<file path="src/shared/rx_dl_cas_defines.vh">
`ifndef RX_DL_CAS_DEFINES_VH
`define RX_DL_CAS_DEFINES_VH
// register offsets
`define RX_SIGNAL_DATALINK_SELECT_ADDR 12'h10c
`define RX_SIGNAL_CHANGE_SLOTS_0_7_ADDR 12'h10d
`define RX_SIGNAL_CHANGE_SLOTS_8_15_ADDR 12'h10e
`define RX_SIGNAL_CHANGE_SLOTS_16_23_ADDR 12'h10f
// select register field and reset
`define ROUTE_SEL_LSB 0
`define ROUTE_SEL_MSB 1
`define ROUTE_SEL_RESET 2'h0
`define CHANGE_RESET 8'h00
// route encodings
`define ROUTE_LAPD_SERIAL 2'h0
`define ROUTE_SERIAL_ONLY 2'h1
`define ROUTE_OVERHEAD_SERIAL 2'h2
`define ROUTE_FORCE_ONE 2'h3
`endif

</file>
<file path="src/core/skid_buffer2.v">
`timescale 1ns/1ps
// two-entry buffer, full-throughput, loses no word on a stall
module skid_buffer2 #(
	parameter WIDTH = 2
) (
	// clock and reset
	input wire mclk,
	input wire rst_b,
	// fill side
	input wire in_valid,
	output wire in_ready,
	input wire [WIDTH-1:0] in_data,
	// drain side
	output wire out_valid,
	input wire out_ready,
	output wire [WIDTH-1:0] out_data
);
	reg [WIDTH-1:0] mem [0:1];
	reg rd_ptr;
	reg wr_ptr;
	reg [1:0] count;
	wire push;
	wire pop;

	assign in_ready = (count != 2'h2);
	assign out_valid = (count != 2'h0);
	assign out_data = mem[rd_ptr];
	assign push = in_valid & in_ready;
	assign pop = out_valid & out_ready;

	// pointers and occupancy
	always @(posedge mclk or negedge rst_b) begin
		if (!rst_b) begin
			rd_ptr <= 1'b0;
			wr_ptr <= 1'b0;
			count <= 2'h0;
		end else begin
			if (push)
				wr_ptr <= ~wr_ptr;
			if (pop)
				rd_ptr <= ~rd_ptr;
			if (push & ~pop)
				count <= count + 2'h1;
			else if (pop & ~push)
				count <= count - 2'h1;
		end
	end

	// storage, no reset needed
	always @(posedge mclk) begin
		if (push)
			mem[wr_ptr] <= in_data;
	end
endmodule

</file>
<file path="src/core/rx_datalink_route_cas_change.v">
// Overview of operation
// - select 00 sends each data-link bit to lapd controller one and serial.
// - select 01 sends data-link bits to serial output only, no lapd.
// - select 10 sends data-link bits to overhead and serial outputs.
// - select 11 replaces every data-link bit with constant one.
// - only lapd controller one may take data-link bits.
// - first change register: bit 7 slot 0 down to bit 0 slot 7.
// - second change register: bit 7 slot 8 down to bit 0 slot 15.
// - third change register: bit 7 slot 16 down to bit 0 slot 23.
// - flag sets when slot signaling differs from value at previous read.
// - reading a change register clears its flags, except one whose slot changes in the same cycle.
// - flags work only while the stream carries channel-associated signaling.
//
// The address-and-strobe port is this design's own decision.
`timescale 1ns/1ps
`include "rx_dl_cas_defines.vh"
module rx_datalink_route_cas_change #(
	parameter ADDR_W = 12,
	parameter SLOTS = 24,
	parameter SIG_W = 4
) (
	// clock and reset
	input wire mclk,
	input wire rst_b,
	// register port
	input wire [ADDR_W-1:0] reg_addr,
	input wire [7:0] reg_wdata,
	input wire reg_wr,
	input wire reg_rd,
	output reg [7:0] reg_rdata,
	// recovered data-link bit from framer
	input wire dl_valid,
	output wire dl_ready,
	input wire dl_bit,
	// serial output path
	output reg rx_serial_output,
	output reg rx_serial_valid,
	// overhead output path
	output reg rx_overhead_output,
	output reg rx_overhead_valid,
	// lapd controller one
	output reg lapd1_bit,
	output reg lapd1_valid,
	input wire lapd1_ready,
	// signaling from framer
	input wire cas_mode,
	input wire sig_valid,
	input wire [4:0] sig_slot,
	input wire [SIG_W-1:0] sig_value
);
	// route select register and its decode
	reg [1:0] datalink_route_select;
	reg [1:0] next_route_select;
	reg route_lapd;
	reg route_overhead;
	reg route_force;

	// data-link buffer side
	wire buf_valid;
	wire buf_data;
	wire buf_ready;
	wire buf_take;
	wire route_bit;
	wire lapd_busy;

	// next values of the output registers
	reg next_serial_output;
	reg next_serial_valid;
	reg next_overhead_output;
	reg next_overhead_valid;
	reg next_lapd1_bit;
	reg next_lapd1_valid;

	// register decode strobes
	wire wr_select;
	wire rd_chg0;
	wire rd_chg1;
	wire rd_chg2;
	reg [7:0] next_rdata;

	// signaling bookkeeping
	wire sig_in_range;
	wire sig_take;
	wire [SLOTS-1:0] slot_hit;
	wire [SLOTS-1:0] slot_clear;
	wire [SLOTS-1:0] slot_diff;
	reg [SLOTS-1:0] flag;
	reg [SLOTS-1:0] next_flag;
	wire [7:0] change0;
	wire [7:0] change1;
	wire [7:0] change2;

	// slot ranges of the three change registers
	localparam REG1_FIRST = 8;
	localparam REG2_FIRST = 16;

	always @* begin
		route_lapd = 1'b0;
		route_overhead = 1'b0;
		route_force = 1'b0;
		case (datalink_route_select)
			`ROUTE_LAPD_SERIAL: begin
				route_lapd = 1'b1;
			end
			`ROUTE_SERIAL_ONLY: begin
				route_lapd = 1'b0;
			end
			`ROUTE_OVERHEAD_SERIAL: begin
				route_overhead = 1'b1;
			end
			`ROUTE_FORCE_ONE: begin
				route_force = 1'b1;
			end
			default: begin
				route_lapd = 1'b0;
			end
		endcase
	end

	assign route_bit = route_force ? 1'b1 : buf_data;
	// controller one still holds a bit it has not taken
	assign lapd_busy = lapd1_valid & ~lapd1_ready;
	// stall only when controller one is fed and busy, so no bit is lost
	assign buf_ready = ~route_lapd | ~lapd_busy;
	assign buf_take = buf_valid & buf_ready;

	// data-link bit buffer between framer and outputs
	skid_buffer2 #(
		.WIDTH(1)
	) u_dl_buf (
		.mclk(mclk),
		.rst_b(rst_b),
		.in_valid(dl_valid),
		.in_ready(dl_ready),
		.in_data(dl_bit),
		.out_valid(buf_valid),
		.out_ready(buf_ready),
		.out_data(buf_data)
	);

	always @* begin
		next_serial_output = rx_serial_output;
		// valid pulses once per bit taken from the buffer
		next_serial_valid = buf_take;
		if (buf_take) begin
			next_serial_output = route_bit;
		end
	end

	always @* begin
		next_overhead_output = rx_overhead_output;
		next_overhead_valid = buf_take & route_overhead;
		if (buf_take & route_overhead) begin
			next_overhead_output = route_bit;
		end
	end

	always @* begin
		next_lapd1_bit = lapd1_bit;
		next_lapd1_valid = lapd1_valid;
		// valid holds until the controller takes the bit
		if (buf_take & route_lapd) begin
			next_lapd1_bit = route_bit;
			next_lapd1_valid = 1'b1;
		end else if (lapd1_ready) begin
			next_lapd1_valid = 1'b0;
		end
	end

	// serial output registers, idle level one
	always @(posedge mclk or negedge rst_b) begin
		if (!rst_b) begin
			rx_serial_output <= 1'b1;
			rx_serial_valid <= 1'b0;
		end else begin
			rx_serial_output <= next_serial_output;
			rx_serial_valid <= next_serial_valid;
		end
	end

	// overhead output registers, idle level one
	always @(posedge mclk or negedge rst_b) begin
		if (!rst_b) begin
			rx_overhead_output <= 1'b1;
			rx_overhead_valid <= 1'b0;
		end else begin
			rx_overhead_output <= next_overhead_output;
			rx_overhead_valid <= next_overhead_valid;
		end
	end

	// controller one output registers
	always @(posedge mclk or negedge rst_b) begin
		if (!rst_b) begin
			lapd1_bit <= 1'b1;
			lapd1_valid <= 1'b0;
		end else begin
			lapd1_bit <= next_lapd1_bit;
			lapd1_valid <= next_lapd1_valid;
		end
	end

	// register address decode
	assign wr_select = reg_wr && (reg_addr == `RX_SIGNAL_DATALINK_SELECT_ADDR);
	assign rd_chg0 = reg_rd && (reg_addr == `RX_SIGNAL_CHANGE_SLOTS_0_7_ADDR);
	assign rd_chg1 = reg_rd && (reg_addr == `RX_SIGNAL_CHANGE_SLOTS_8_15_ADDR);
	assign rd_chg2 = reg_rd && (reg_addr == `RX_SIGNAL_CHANGE_SLOTS_16_23_ADDR);

	// select register next value
	always @* begin
		next_route_select = datalink_route_select;
		if (wr_select) begin
			next_route_select = reg_wdata[`ROUTE_SEL_MSB:`ROUTE_SEL_LSB];
		end
	end

	// select register
	always @(posedge mclk or negedge rst_b) begin
		if (!rst_b) begin
			datalink_route_select <= `ROUTE_SEL_RESET;
		end else begin
			datalink_route_select <= next_route_select;
		end
	end

	// an out-of-range slot number is dropped
	assign sig_in_range = (sig_slot < SLOTS);
	// signaling is taken only while the stream carries it
	assign sig_take = sig_valid & cas_mode & sig_in_range;

	// per-slot signaling tracking and change detection
	genvar s;
	generate
		for (s = 0; s < SLOTS; s = s + 1) begin : g_slot
			reg [SIG_W-1:0] last_sig;
			reg [SIG_W-1:0] ref_sig;
			// slot selected by the incoming update
			assign slot_hit[s] = sig_take && (sig_slot == s);
			// slot belongs to the register being read
			assign slot_clear[s] = (s < REG1_FIRST) ? rd_chg0 : ((s < REG2_FIRST) ? rd_chg1 : rd_chg2);
			// differs from value at last read
			assign slot_diff[s] = slot_hit[s] && (sig_value != ref_sig);
			// latest value seen for this slot
			always @(posedge mclk or negedge rst_b) begin
				if (!rst_b) begin
					last_sig <= {SIG_W{1'b0}};
				end else if (slot_hit[s]) begin
					last_sig <= sig_value;
				end
			end
			// reference value taken at each clearing read while cas_mode is set
			always @(posedge mclk or negedge rst_b) begin
				if (!rst_b) begin
					ref_sig <= {SIG_W{1'b0}};
				end else if (cas_mode && slot_clear[s]) begin
					ref_sig <= last_sig;
				end
			end
		end
	endgenerate

	// next flag values
	always @* begin
		next_flag = flag;
		if (!cas_mode) begin
			next_flag = {SLOTS{1'b0}};
		end else begin
			next_flag = flag & ~slot_clear;
			next_flag = next_flag | slot_diff;
		end
	end

	// change flags, one per slot
	always @(posedge mclk or negedge rst_b) begin
		if (!rst_b) begin
			flag <= {SLOTS{1'b0}};
		end else begin
			flag <= next_flag;
		end
	end

	// slot 0 at bit 7 down to slot 7 at bit 0
	genvar b;
	generate
		for (b = 0; b < 8; b = b + 1) begin : g_pack0
			assign change0[7 - b] = flag[b];
		end
	endgenerate

	// slot 8 at bit 7 down to slot 15 at bit 0
	generate
		for (b = 0; b < 8; b = b + 1) begin : g_pack1
			assign change1[7 - b] = flag[REG1_FIRST + b];
		end
	endgenerate

	// slot 16 at bit 7 down to slot 23 at bit 0
	generate
		for (b = 0; b < 8; b = b + 1) begin : g_pack2
			assign change2[7 - b] = flag[REG2_FIRST + b];
		end
	endgenerate

	// read data mux; unmapped addresses read zero
	always @* begin
		next_rdata = 8'h00;
		if (reg_rd) begin
			case (reg_addr)
				`RX_SIGNAL_DATALINK_SELECT_ADDR: begin
					next_rdata = {6'h00, datalink_route_select};
				end
				`RX_SIGNAL_CHANGE_SLOTS_0_7_ADDR: begin
					next_rdata = change0;
				end
				`RX_SIGNAL_CHANGE_SLOTS_8_15_ADDR: begin
					next_rdata = change1;
				end
				`RX_SIGNAL_CHANGE_SLOTS_16_23_ADDR: begin
					next_rdata = change2;
				end
				default: begin
					next_rdata = 8'h00;
				end
			endcase
		end
	end

	// read data stands only in the cycle after the strobe
	always @(posedge mclk or negedge rst_b) begin
		if (!rst_b) begin
			reg_rdata <= 8'h00;
		end else begin
			reg_rdata <= next_rdata;
		end
	end
endmodule

</file>
<file path="config.mk">
export PLATFORM = sky130hd
export DESIGN_NAME = rx_datalink_route_cas_change
export DESIGN_NICKNAME = d
export VERILOG_FILES = /design/src/core/skid_buffer2.v /design/src/core/rx_datalink_route_cas_change.v
export VERILOG_INCLUDE_DIRS = /design/src /design/src/shared
export SDC_FILE = /design/constraint.sdc
export NUM_CORES = 1
export LEC_CHECK = 0
export BUFFER_PORTS_ARGS = -buffer_cell sky130_fd_sc_hd__buf_2
export CELL_PAD_IN_SITES_DETAIL_PLACEMENT = 0
export CELL_PAD_IN_SITES_GLOBAL_PLACEMENT = 1
export CORE_ASPECT_RATIO = 2
export CORE_UTILIZATION = 55
export CTS_BUF_LIST = sky130_fd_sc_hd__clkbuf_8
export DETAILED_ROUTE_END_ITERATION = 12
export GPL_ROUTABILITY_DRIVEN = 1
export PLACE_DENSITY_LB_ADDON = 0.1
export RECOVER_POWER = 100
export SLEW_MARGIN = 10
export SYNTH_ARGS = -nofsm -noshare
export SYNTH_HDL_FRONTEND = slang
export SYNTH_SLANG_ARGS = --single-unit
</file>
<file path="constraint.sdc">
create_clock -name mclk -period 2.47 [get_ports mclk]
set_clock_uncertainty 0.1 [all_clocks]
set_input_delay 0.494 -clock mclk [delete_from_list [all_inputs] [get_ports mclk]]
set_output_delay 0.494 -clock mclk [all_outputs]
set_load 0.02 [all_outputs]
</file>
* Yosys cells after proc, flatten, opt, wreduce, memory -nomap -nowiden
Memory sizes are Yosys's and may differ from the RTL's. Cells that the tools add are included.
Storage, ports and cells: register bits 236, memory bits (writable) 2, input bits 38, output and inout port bits 15, word-level logic and storage cells 211, memories kept 1
Cells by class: $add $sub $neg 2, $lt $le $gt $ge 1, equal/unequal tests 54, mux-type cells 13, bitwise operators 20, reductions and logical operators 60
Memory list:
- u_dl_buf.mem | depth 2, width 1, read ports 1, clocked after memory_dff 0, write ports 1, line skid_buffer2.v:18 | reg [WIDTH-1:0] mem [0:1];
Operator list (number):
- $ne A4 B4 Y1 | 24
- $logic_and A1 B1 Y1 | 55
- $eq A12 B9 Y1 const B | 4
- $eq A5 B4 Y1 const B | 8
- $eq A5 B5 Y1 const B | 8
- $pmux W8 S4 | 1
- $and A24 B24 Y24 | 1
- $mux W24 | 1
- $not A24 Y24 | 1
- $or A24 B24 Y24 | 1
- $eq A5 B3 Y1 const B | 4
- $eq A5 B2 Y1 const B | 2
- $and A1 B1 Y1 | 9
- $mux W1 | 8
- $mux W8 | 1
- $not A1 Y1 | 7
- $reduce_bool A2 Y1 | 3
- $eq A5 B1 Y1 const B | 1
- $logic_not A5 Y1 | 1
- $lt A5 B5 Y1 const B | 1
- $eq A2 B2 Y1 const B | 2
- $mux W2 | 2
- $add A2 B1 Y2 const B | 1
- $logic_not A2 Y1 | 1
- 3 further kinds | 3

* Logic depth before layout (Yosys ltp)
Gate-level depths: netlist of the first run.
word-level depth 8, depth in mapped cells 7, depth with buffers taken out 7

* Cells and area by module
Synthesis of the first run repeated with hierarchy kept, for this count alone.
Unflattened totals: cell total of the unflattened synthesis 734, area total of the unflattened synthesis 10784.1 um^2
By module, submodules not included:
- rx_datalink_route_cas_change | instances 1, cells an instance 713, area each 10501.3 um^2, seq. area each 5809.3 um^2
- skid_buffer2 | instances 1, cells an instance 21, area each 282.8 um^2, seq. area each 160.2 um^2

* Least setup slack after synthesis of the first run
Ideal clock, no wire load.
path type input to register, start point in reg_addr[5], end point reg g_slot[0].ref_sig[0], library setup time 0.125 ns, arrival 2.080 ns, data required time 2.245 ns, setup slack 0.165 ns, cell stages on the path 5, path buffers 2, cells stage by stage or4_4 > buf_6 > nor4_4 > buf_6 > mux2_4
Between the ends: cells in the longest elaborated chain, start to end 3
Ends and longest elaborated chain:
- start, declared | line rx_datalink_route_cas_change.v:26 | input wire [ADDR_W-1:0] reg_addr,
- $eq A12 B9 Y1
- $logic_and A1 B1 Y1 | line rx_datalink_route_cas_change.v:205 | assign rd_chg0 = reg_rd && (reg_addr == `RX_SIGNAL_CHANGE_SLOTS_0_7_ADDR);
- $logic_and A1 B1 Y1 | line rx_datalink_route_cas_change.v:255 | end else if (cas_mode && slot_clear[s]) begin
- end signal, assigned | line rx_datalink_route_cas_change.v:254 | ref_sig <= {SIG_W{1'b0}};
- end signal, assigned | line rx_datalink_route_cas_change.v:256 | ref_sig <= last_sig;
- end, declared | line rx_datalink_route_cas_change.v:236 | reg [SIG_W-1:0] ref_sig;
Every way passes these cells. A chain may end at the register's enable or synchronous reset.

* Worst setup path after layout of the first run
start point in reg_addr[9], end point reg g_slot[15].ref_sig[1]
Between the ends: cells in the longest elaborated chain, start to end 3
Ends and longest elaborated chain:
- $eq A12 B9 Y1
- $logic_and A1 B1 Y1 | line rx_datalink_route_cas_change.v:206 | assign rd_chg1 = reg_rd && (reg_addr == `RX_SIGNAL_CHANGE_SLOTS_8_15_ADDR);
- $logic_and A1 B1 Y1 | line rx_datalink_route_cas_change.v:255
- end signal, assigned | line rx_datalink_route_cas_change.v:254
- end signal, assigned | line rx_datalink_route_cas_change.v:256
- end, declared | line rx_datalink_route_cas_change.v:236
Every way passes these cells.

==> results of run 1 <==
-- sequential cells by signal, summed over array words and instances, names as in the netlist, 2 cells and up --
name                   flops
u_dl_buf.mem               2
g_slot.last_sig           96
g_slot.ref_sig            96
reg_rdata                  8
u_dl_buf.count             2
flag                      24
datalink_route_select      2
-- power by group through the flow --
stage	Clock (mW)	Sequential (mW)	Combinational, mW
CTS	3.23	4.37	0.923
global placement	0	4.42	0.872
global route	3.38	4.40	0.970
finish	3.12	4.37	0.878
floorplan	0	4.44	0.555
detailed placement	0	4.44	0.915
-- worst register-to-register path: cells and delay by family, from the launching register on --
kind	cells	cell delay, ns
AOI/OAI and AO/OA	1	0.39
adders and majority gates	1	0.34
buffers and inverters	1	0.09
xor gates and xnor gates	1	0.15
and+or+nand+nor	2	0.22
DFF	1	0.44
-- cell usage in the layout, fill, tap and decap left out, types with 3 or more instances in the layout --
cell type	synthesis	final
a22oi_1	6	6
nor2b_1	8	8
nor3_1	4	4
nand3_1	14	14
xnor2_1	42	42
nor4_1	15	15
buf_4	0	10
nand2b_1	4	4
nand3b_1	4	4
clkbuf_1	16	27
o2bb2ai_1	14	14
dfstp_2	3	3
inv_1	3	17
mux2_2	122	121
a22o_1	10	10
mux2_4	80	8
dfrtp_1	233	233
xor2_1	59	59
nand2_1	4	4
nor3b_1	3	3
nor2_1	13	13
buf_2	6	28
mux2_1	1	74
nand4_1	12	12
buf_12	0	11
nor4_4	3	3
clkbuf_8	0	43
-- cell families after synthesis --
kind of cell               Yosys count  share of synthesized area, %
DFF                                238                         55.89
muxes                              206                         24.73
xor gates and xnor gates           101                         8.283
and+or+nand+nor                     97                         5.869
buffers and inverters               43                         2.284
AOI/OAI and AO/OA                   35                         2.823
adders and majority gates            1                        0.1171
-- layer usage --
| metal | vias to the layer above | global-route usage [%] | routed length (um) |
|---|---|---|---|
| li1 | 2716 | - | - |
| met1 | 3147 | 27.73 | 8619 |
| met2 | 87 | 40.99 | 11490 |
| met3 | 37 | 2.868 | 424 |
| met4 | 0 | 8.535 | 528 |
| met5 | - | 0 | 0 |
-- metrics by stage --
step | instances | setup WS (ns) | instance area [sq um] | util [%]
after global placement | 1014 | -0.07874 | 11380 | 60.17
after floorplan | 721 | 0.1645 | 10680 | -
final | 1076 | 0.2806 | 11740 | 62.04
after global routing | 1076 | 0.2342 | 11740 | 62.04
after CTS | 1076 | 0.4432 | 12090 | 63.88
after detailed placement | 1014 | -0.08193 | 11380 | 60.17
-- worst max-delay path by stage --
stage	cells after the start	end	from	slack, ns
4_1_cts	6	g_slot[17].ref_sig[0]	reg_addr[9]	0.44
2_1_floorplan	5	g_slot[0].ref_sig[0]	reg_addr[5]	0.16
6_report	6	g_slot[15].ref_sig[1]	reg_addr[9]	0.28
5_1_grt	6	g_slot[15].ref_sig[1]	reg_addr[9]	0.23
3_5_place_dp	6	g_slot[17].ref_sig[0]	reg_addr[9]	-0.08
3_3_place_gp	6	g_slot[17].ref_sig[0]	reg_addr[9]	-0.08
-- synth_stat cells (6+ instances only) --
master / n
clkbuf_1: 16
nor2b_1: 8
nor2_1: 13
buf_2: 6
a22o_1: 10
mux2_4: 80
nand3_1: 14
a22oi_1: 6
mux2_2: 122
xnor2_1: 42
buf_1: 8
o2bb2ai_1: 14
xor2_1: 59
nor4_1: 15
dfrtp_1: 233
nand4_1: 12
buf_6: 10
-- layout make-up --
type	count	area, sq um	share of cell area, %
clock inverters	18	100.1	0.8526
inverters	3	11.26	0.09592
repair buffers	79	556.8	4.743
clock buffers	43	591.8	5.041
well taps	255	319.1	2.718
multi-input cells	440	4192	35.70
flip-flops and latches	238	5969	50.85
-- timing repair --
| action | CTS | global route |
|---|---|---|
| endpoints found under the setup margin | 0 | 0 |
| endpoints found under the hold margin | 43 | 0 |
| hold buffers | 1 | 0 |
==> metrics.yaml, run 1 <==
die:
  coreArea_sq_mm: 0.01892
  die_h_um: 199.1
  dieArea_sq_mm: 0.02001
  rows: 71
  num_io_pins: 53
  die_w_um: 100.5
  start_util_pct: 56.44
grt:
  grt_max_degree: 59
  grt_pass1_wl_mm: 34.81
  grt_use_total_pct: 22.82
  overflow: 0
  grt_pass1_vias: 6590
  antenna_found_initial: 0
placed_design:
  gp_congestion: 0.7685
  port_buffers: 46
  dp_hpwl_mm: 14.39
worst_setup_path:
  r2r_start: "datalink_route_select[0]"
  rr_endpoint: "u_dl_buf.count[1]"
  critPathTopFamily: "simple AND/OR/NAND/NOR gates"
  critPathMaxStageDelay_ns: 0.55
  crit_required_ns: 2.78
  path_cells: "buf_2, or4b_1, clkbuf_1, nor4_4, clkbuf_2, mux2_2"
  cp-end-kind: "register"
  worst_setup_path_start_kind: "input pin"
  criticalPathCategory: "input pin to register"
  ff2ff_path_depth: 6
  crit_buf_inv: 3
  cp_max_fo: 8
  r2r_slack_ns: 0.66
  critPathSlowestCell: "or4b_1"
  cp_data_arrival_time_ns: 2.50
synth:
  ys_ff_latch: 238
  synthTopCellsByArea: "dfrtp_1 (55%), mux2_2 (13%), mux2_4 (11%)"
  synth_cell_types: 42
  synth_top_area_share_pct: 54.59
  ys.flop_type: "dfrtp_1"
  netlist_instances: 721
  yosysTopAreaCell: "dfrtp_1"
  async_reset_ff_share_pct: 99.16
  synth_edf_count: 2
  synth_fp_nets: 760
  yosysSeqAreaShare_pct: 55.89
  synth_area_per_cell_sq_um: 14.81
  netlist_area_sq_mm: 0.01068
  synth-warning-count: 0
pwr:
  switchingPower_mw: 2.079
  p_seq_share_pct: 52.2
  power_density_mw_per_mm2: 712.9
  pwr-share-comb_pct: 10.5
  ir_drop_mv: 0.6004
  p_int_mw: 6.290
  power_mw: 8.369
  power.leakage_nw: 5.752
  clkPwrFrac_pct: 37.3
  swShare_pct: 24.84
drt:
  drt_iter0_markers: 197
  viasPerCell: 5.564
  vias: 5987
  drc: 0
  routed_wl_mm: 21.06
  wl_per_cell_um: 19.57
  first_pass_iters: 6
  antenna_left: 0
cts:
  post-cts-setup-buffers: 0
  clkLatencyLatePin_ns: 0.52
  root_buffer: "clkbuf_8"
  cts_resized: 0
  cts_sinks: 238
  cts_buffers: 36
  path_clk_slew_ns: 0.06
  htreeDepth: 2
  cts_tree: "built"
  cts_max_path_buffers: 3
sta:
  tns_ns: 0
  fin_hold_ws_ns: 0.08006
  rsz0062_at_grt: "false"
  worst_pin_slew_ns: 1.330
  setup_viol: 0
  fin_crit_ns: 2.189
  timing_hold_violations_final: 0
  max_freq_mhz: 456.7
  slew_headroom_pct: 11.31
  maxSlewViolCount: 0
  fin_crit_sh_pct: 88.64
final_layout:
  fin_nets: 837
  area_growth_syn_to_layout_pct: 9.923
  fill_cells: 1513
  diodes: 0
  drive_above_1_share_pct: 29.11
hold_path:
  worstHoldStart: "dl_bit"
  whs_path_depth: 1
  hp-class: "input pin to register"
  min_to: "u_dl_buf.mem[0]"
run_status:
  status: "finished clean"
flow_run:
  cap_violations: 0
(Power assumes the default switching activity.)
==> inputs of run 2 (changes only) <==
Settings changed: CORE_UTILIZATION 55 to 44, RECOVER_POWER 100 to 25.
==> run 2 against run 1 <==
The run now ends with DRC left; sequential power hardly changed; design area grew 2.6%; global-route usage fell by 3.8 points; cell count rose by 3.0%; clock power down 4%; largest cell class unchanged; first-iteration DRC count is 21% higher; combinational power rose by 2%; register-to-register slack about the same; count of clock-buffer cells in the layout is 1 lower; core utilization shrank 11 points.
==> metrics.yaml, run 2 (synthesis gave the netlist of run 1 again) <==
pwr:
  swShare_pct: 25.52
  clkPwrFrac_pct: 36.4
  switchingPower_mw: 2.114
  p_int_mw: 6.170
  pwr-share-comb_pct: 10.8
  p_seq_share_pct: 52.8
  power.leakage_nw: 5.795
  power_density_mw_per_mm2: 687.7
  power_mw: 8.284
  ir_drop_mv: 0.4425
die:
  die_w_um: 112.2
  rows: 80
  dieArea_sq_mm: 0.02494
  die_h_um: 222.3
  coreArea_sq_mm: 0.02382
  start_util_pct: 44.83
  num_io_pins: 53
drt:
  wl_per_cell_um: 20.32
  viasPerCell: 5.347
  drt_iter0_markers: 238
  vias: 5924
  antenna_left: 0
  drc: 4
  first_pass_iters: 10
  routed_wl_mm: 22.52
worst_setup_path:
  worst_setup_path_start_kind: "input pin"
  cp_data_arrival_time_ns: 2.35
  critPathTopFamily: "simple AND/OR/NAND/NOR gates"
  crit_buf_inv: 3
  ff2ff_path_depth: 7
  cp-end-kind: "register"
  cp_max_fo: 24
  path_cells: "buf_2, or4b_1, buf_4, nor4_4, buf_12, mux2_2"
  critPathMaxStageDelay_ns: 0.54
  r2r_start: "datalink_route_select[1]"
  critPathSlowestCell: "or4b_1"
  crit_required_ns: 2.79
  criticalPathCategory: "input pin to register"
  r2r_slack_ns: 0.65
  rr_endpoint: "u_dl_buf.count[1]"
placed_design:
  dp_hpwl_mm: 15.13
  port_buffers: 46
  dpl.cell_count: 1046
  gp_congestion: 0.7647
  post-place-ws_ns: -0.1350
sta:
  maxSlewViolCount: 0
  setup_slack_ns: 0.4418
  worst_pin_slew_ns: 1.165
  tns_ns: 0
  setup_viol: 0
  max_freq_mhz: 493.0
  timing_hold_violations_final: 0
  fin_crit_ns: 2.028
  rsz0062_at_grt: "false"
  fin_crit_sh_pct: 82.11
  slew_headroom_pct: 22.33
final_layout:
  final_util_pct: 50.57
  top_regs: "g_slot.last_sig: 96 flops, g_slot.ref_sig: 96 flops, flag: 24 flops"
  area_growth_syn_to_layout_pct: 12.79
  instances_no_fill: 1108
  fin_nets: 838
  layout_commonest_cell: "dfrtp_1"
  drive_above_1_share_pct: 40.68
  fill_cells: 2081
  final_cell_mix: "dfrtp_1 (233), mux2_2 (122), mux2_4 (80)"
  diodes: 0
flow_run:
  cap_violations: 0
grt:
  grt_use_total_pct: 19.02
  overflow: 0
  grt_max_degree: 75
  grt_pass1_vias: 6497
  grt_pass1_wl_mm: 36.54
  antenna_found_initial: 0
cts:
  cts_buffers: 37
  cts_tree: "built"
  root_buffer: "clkbuf_8"
  clkLatencyLatePin_ns: 0.54
  post-cts-setup-buffers: 0
  postCtsHoldBufs: 1
  cts_resized: 0
  path_clk_slew_ns: 0.06
  cts_sinks: 238
  cts_max_path_buffers: 3
  htreeDepth: 2
run_status:
  status: "finished, violations left"
  violations: "DRC"
hold_path:
  hp-class: "input pin to register"
  whs_path_depth: 1
  min_to: "u_dl_buf.mem[1]"
  worstHoldStart: "dl_bit"
run 2: cell types whose count changed in the layout (fill, tap and decap cells not counted), moves of 2 or more:
cell,previous run,this run
mux2_1,74,1
mux2_4,8,80
clkbuf_1,27,4
buf_2,28,43
buf_4,10,21
inv_1,17,20
buf_12,11,9
clkinv_2,2,0
run 2: power groups by stage:
stage	sequential (mW)	clock (mW)	combinational, mW
2_1_floorplan	4.44	0	0.555
3_3_place_gp	4.42	0	0.875
3_5_place_dp	4.45	0	0.915
4_1_cts	4.38	3.12	0.920
5_1_grt	4.41	3.29	0.991
6_report	4.38	3.01	0.894
run 2: area by class of cell:
cell class / instances / area, sq um / share of cell area, %
clock buffers: 42 / 578.1 / 4.798
inverters: 3 / 11.26 / 0.09348
multi-input cells: 440 / 4467 / 37.08
repair buffers: 79 / 583.1 / 4.840
well taps: 287 / 359.1 / 2.981
flip-flops and latches: 238 / 5969 / 49.55
clock inverters: 19 / 78.83 / 0.6543
run 2: routing by layer:
layer	vias up	track usage [%]	part of all wire (%)
li1	2718	-	-
met1	3093	23.19	42
met2	79	33.90	54
met3	34	3.191	2.6
met4	0	6.194	2.2
met5	-	0	0
run 2: metrics by stage:
stage          hold slack, ns  cell area [sq um]
2_1_floorplan         0.09841              10680
3_3_place_gp           0.3042              11400
3_5_place_dp           0.3086              11400
4_1_cts               0.02548              12070
5_1_grt               0.02745              12050
6_report              0.05828              12050
run 2: worst max-delay path by stage:
stage                     start                     to  slack [ns]  cells after the start
finish              reg_addr[9]   g_slot[8].ref_sig[3]        0.44                      6
global route              rst_b   g_slot[5].ref_sig[2]        0.40                      3
CTS                 reg_addr[9]  g_slot[15].ref_sig[0]        0.45                      6
detailed placement  reg_addr[9]  g_slot[15].ref_sig[0]       -0.14                      6
global placement    reg_addr[9]  g_slot[11].ref_sig[1]       -0.12                      6
floorplan           reg_addr[5]   g_slot[0].ref_sig[0]        0.16                      5
==> inputs of run 3 (changes only) <==
Clock period 2.47 ns to 2.1 ns, I/O delays scaled along.
==> run 3 against run 2 <==
The flow still finishes with violations (DRC); register-to-register slack worse by 0.34 ns; routed wire length grew 2.3%; via count rose by 2.1%; die area unchanged; critical endpoint is now dl_ready.
==> metrics.yaml, run 3 (synthesis gave the netlist of run 1 again) <==
worst_setup_path:
  criticalPathCategory: "register to output pin"
  cp_max_fo: 4
  r2r_slack_ns: 0.31
  cp-end-kind: "output pin"
  crit_required_ns: 1.58
  cp_data_arrival_time_ns: 1.32
  worst_setup_path_start_kind: "register"
sta:
  fin_crit_sh_pct: 87.72
  rsz0062_at_grt: "false"
  worst_pin_slew_ns: 1.303
  fin_crit_ns: 1.842
  setup_viol: 0
  setup_slack_ns: 0.2579
  maxSlewViolCount: 0
  slew_headroom_pct: 13.11
  max_freq_mhz: 542.8
  timing_hold_violations_final: 0
  fin_hold_ws_ns: 0.04964
die:
  num_io_pins: 53
  coreArea_sq_mm: 0.02382
  die_h_um: 222.3
  dieArea_sq_mm: 0.02494
  die_w_um: 112.2
  rows: 80
  start_util_pct: 44.83
final_layout:
  diodes: 0
  area_growth_syn_to_layout_pct: 15.02
  drive_above_1_share_pct: 42.60
  layout_commonest_cell: "dfrtp_1"
  fill_cells: 2044
  top_regs: "g_slot.last_sig: 96 flops, g_slot.ref_sig: 96 flops, flag: 24 flops"
  final_cell_mix: "dfrtp_1 (233), mux2_2 (121), mux2_4 (81)"
  fin_nets: 853
  final_util_pct: 51.57
  multiInputGateArea_sq_mm: 0.004474
  regArea_sq_mm: 0.005969
  stdcell_area_sq_mm: 0.01228
cts:
  root_buffer: "clkbuf_8"
  cts_max_path_buffers: 3
  cts_buffers: 37
  path_clk_slew_ns: 0.06
  htreeDepth: 2
  cts_tree: "built"
  post-cts-setup-buffers: 0
  cts_resized: 0
  clkLatencyLatePin_ns: 0.54
  cts_sinks: 238
  postCtsHoldBufs: 3
grt:
  grt_max_degree: 51
  grt_use_total_pct: 19.65
  grt_pass1_vias: 6788
  grt_pass1_wl_mm: 37.65
  overflow: 0
  antenna_found_initial: 0
placed_design:
  dp_hpwl_mm: 15.48
  port_buffers: 46
  placed_area_sq_mm: 0.01159
  gp_congestion: 0.7511
  post-place-ws_ns: -0.2793
drt:
  viasPerCell: 5.379
  wl_per_cell_um: 20.47
  first_pass_iters: 9
  vias: 6051
  antenna_left: 0
  drc: 3
  drt_iter0_markers: 188
  routed_wl_mm: 23.03
pwr:
  ir_drop_mv: 0.4935
  power.leakage_nw: 5.917
  power_density_mw_per_mm2: 802.9
hold_path:
  hp-class: "input pin to register"
run_status:
  violations: "DRC"
  status: "finished, violations left"
flow_run:
  cap_violations: 0
-- run 3: where the power goes --
part	leakage, nW	switching, mW	total (mW)	internal, mW
Combinational	2.29	0.566	1.08	0.512
Sequential	3.22	0.184	5.14	4.96
Clock	0.399	1.81	3.64	1.83
-- run 3: routing by layer --
layer	global-route usage [%]	part of all wire (%)	vias to the layer above
met5	0	0	-
met4	7.011	2.7	0
met1	22.71	40	3177
met2	35.80	54	80
met3	3.682	2.9	44
li1	-	-	2750
-- run 3: final timing paths --
check                                            to                startpoint  depth (start not counted)
max reg2reg                       u_dl_buf.count[1]  datalink_route_select[0]                          6
max in group asynchronous     g_slot[14].ref_sig[3]                     rst_b                          3
min in group asynchronous           u_dl_buf.rd_ptr                     rst_b                          2
max                                        dl_ready         u_dl_buf.count[0]                          2
min reg2reg                         u_dl_buf.rd_ptr           u_dl_buf.rd_ptr                          1
min                        datalink_route_select[1]              reg_wdata[1]                          2
-- run 3: area by class of cell --
type,count,area share (%)
clock inverters,21,0.7741
flip-flops and latches,238,48.59
clock buffers,42,4.706
multi-input cells,440,36.42
inverters,3,0.09167
well taps,287,2.923
repair buffers,94,6.488
-- run 3: critical path, stage by stage (launching register included) --
cell,delay [ns]
dfrtp_1,0.42
nand2b_1,0.19
buf_2,0.17
-- run 3: through the flow --
| step | setup TNS, ns | cells | power [mW] |
|---|---|---|---|
| 2_1_floorplan | -8.228 | 721 | 5.880 |
| 3_3_place_gp | -25.95 | 1059 | 6.253 |
| 3_5_place_dp | -26.15 | 1059 | 6.326 |
| 4_1_cts | 0 | 1125 | 10.04 |
| 5_1_grt | 0 | 1125 | 10.35 |
| 6_report | 0 | 1125 | 9.863 |
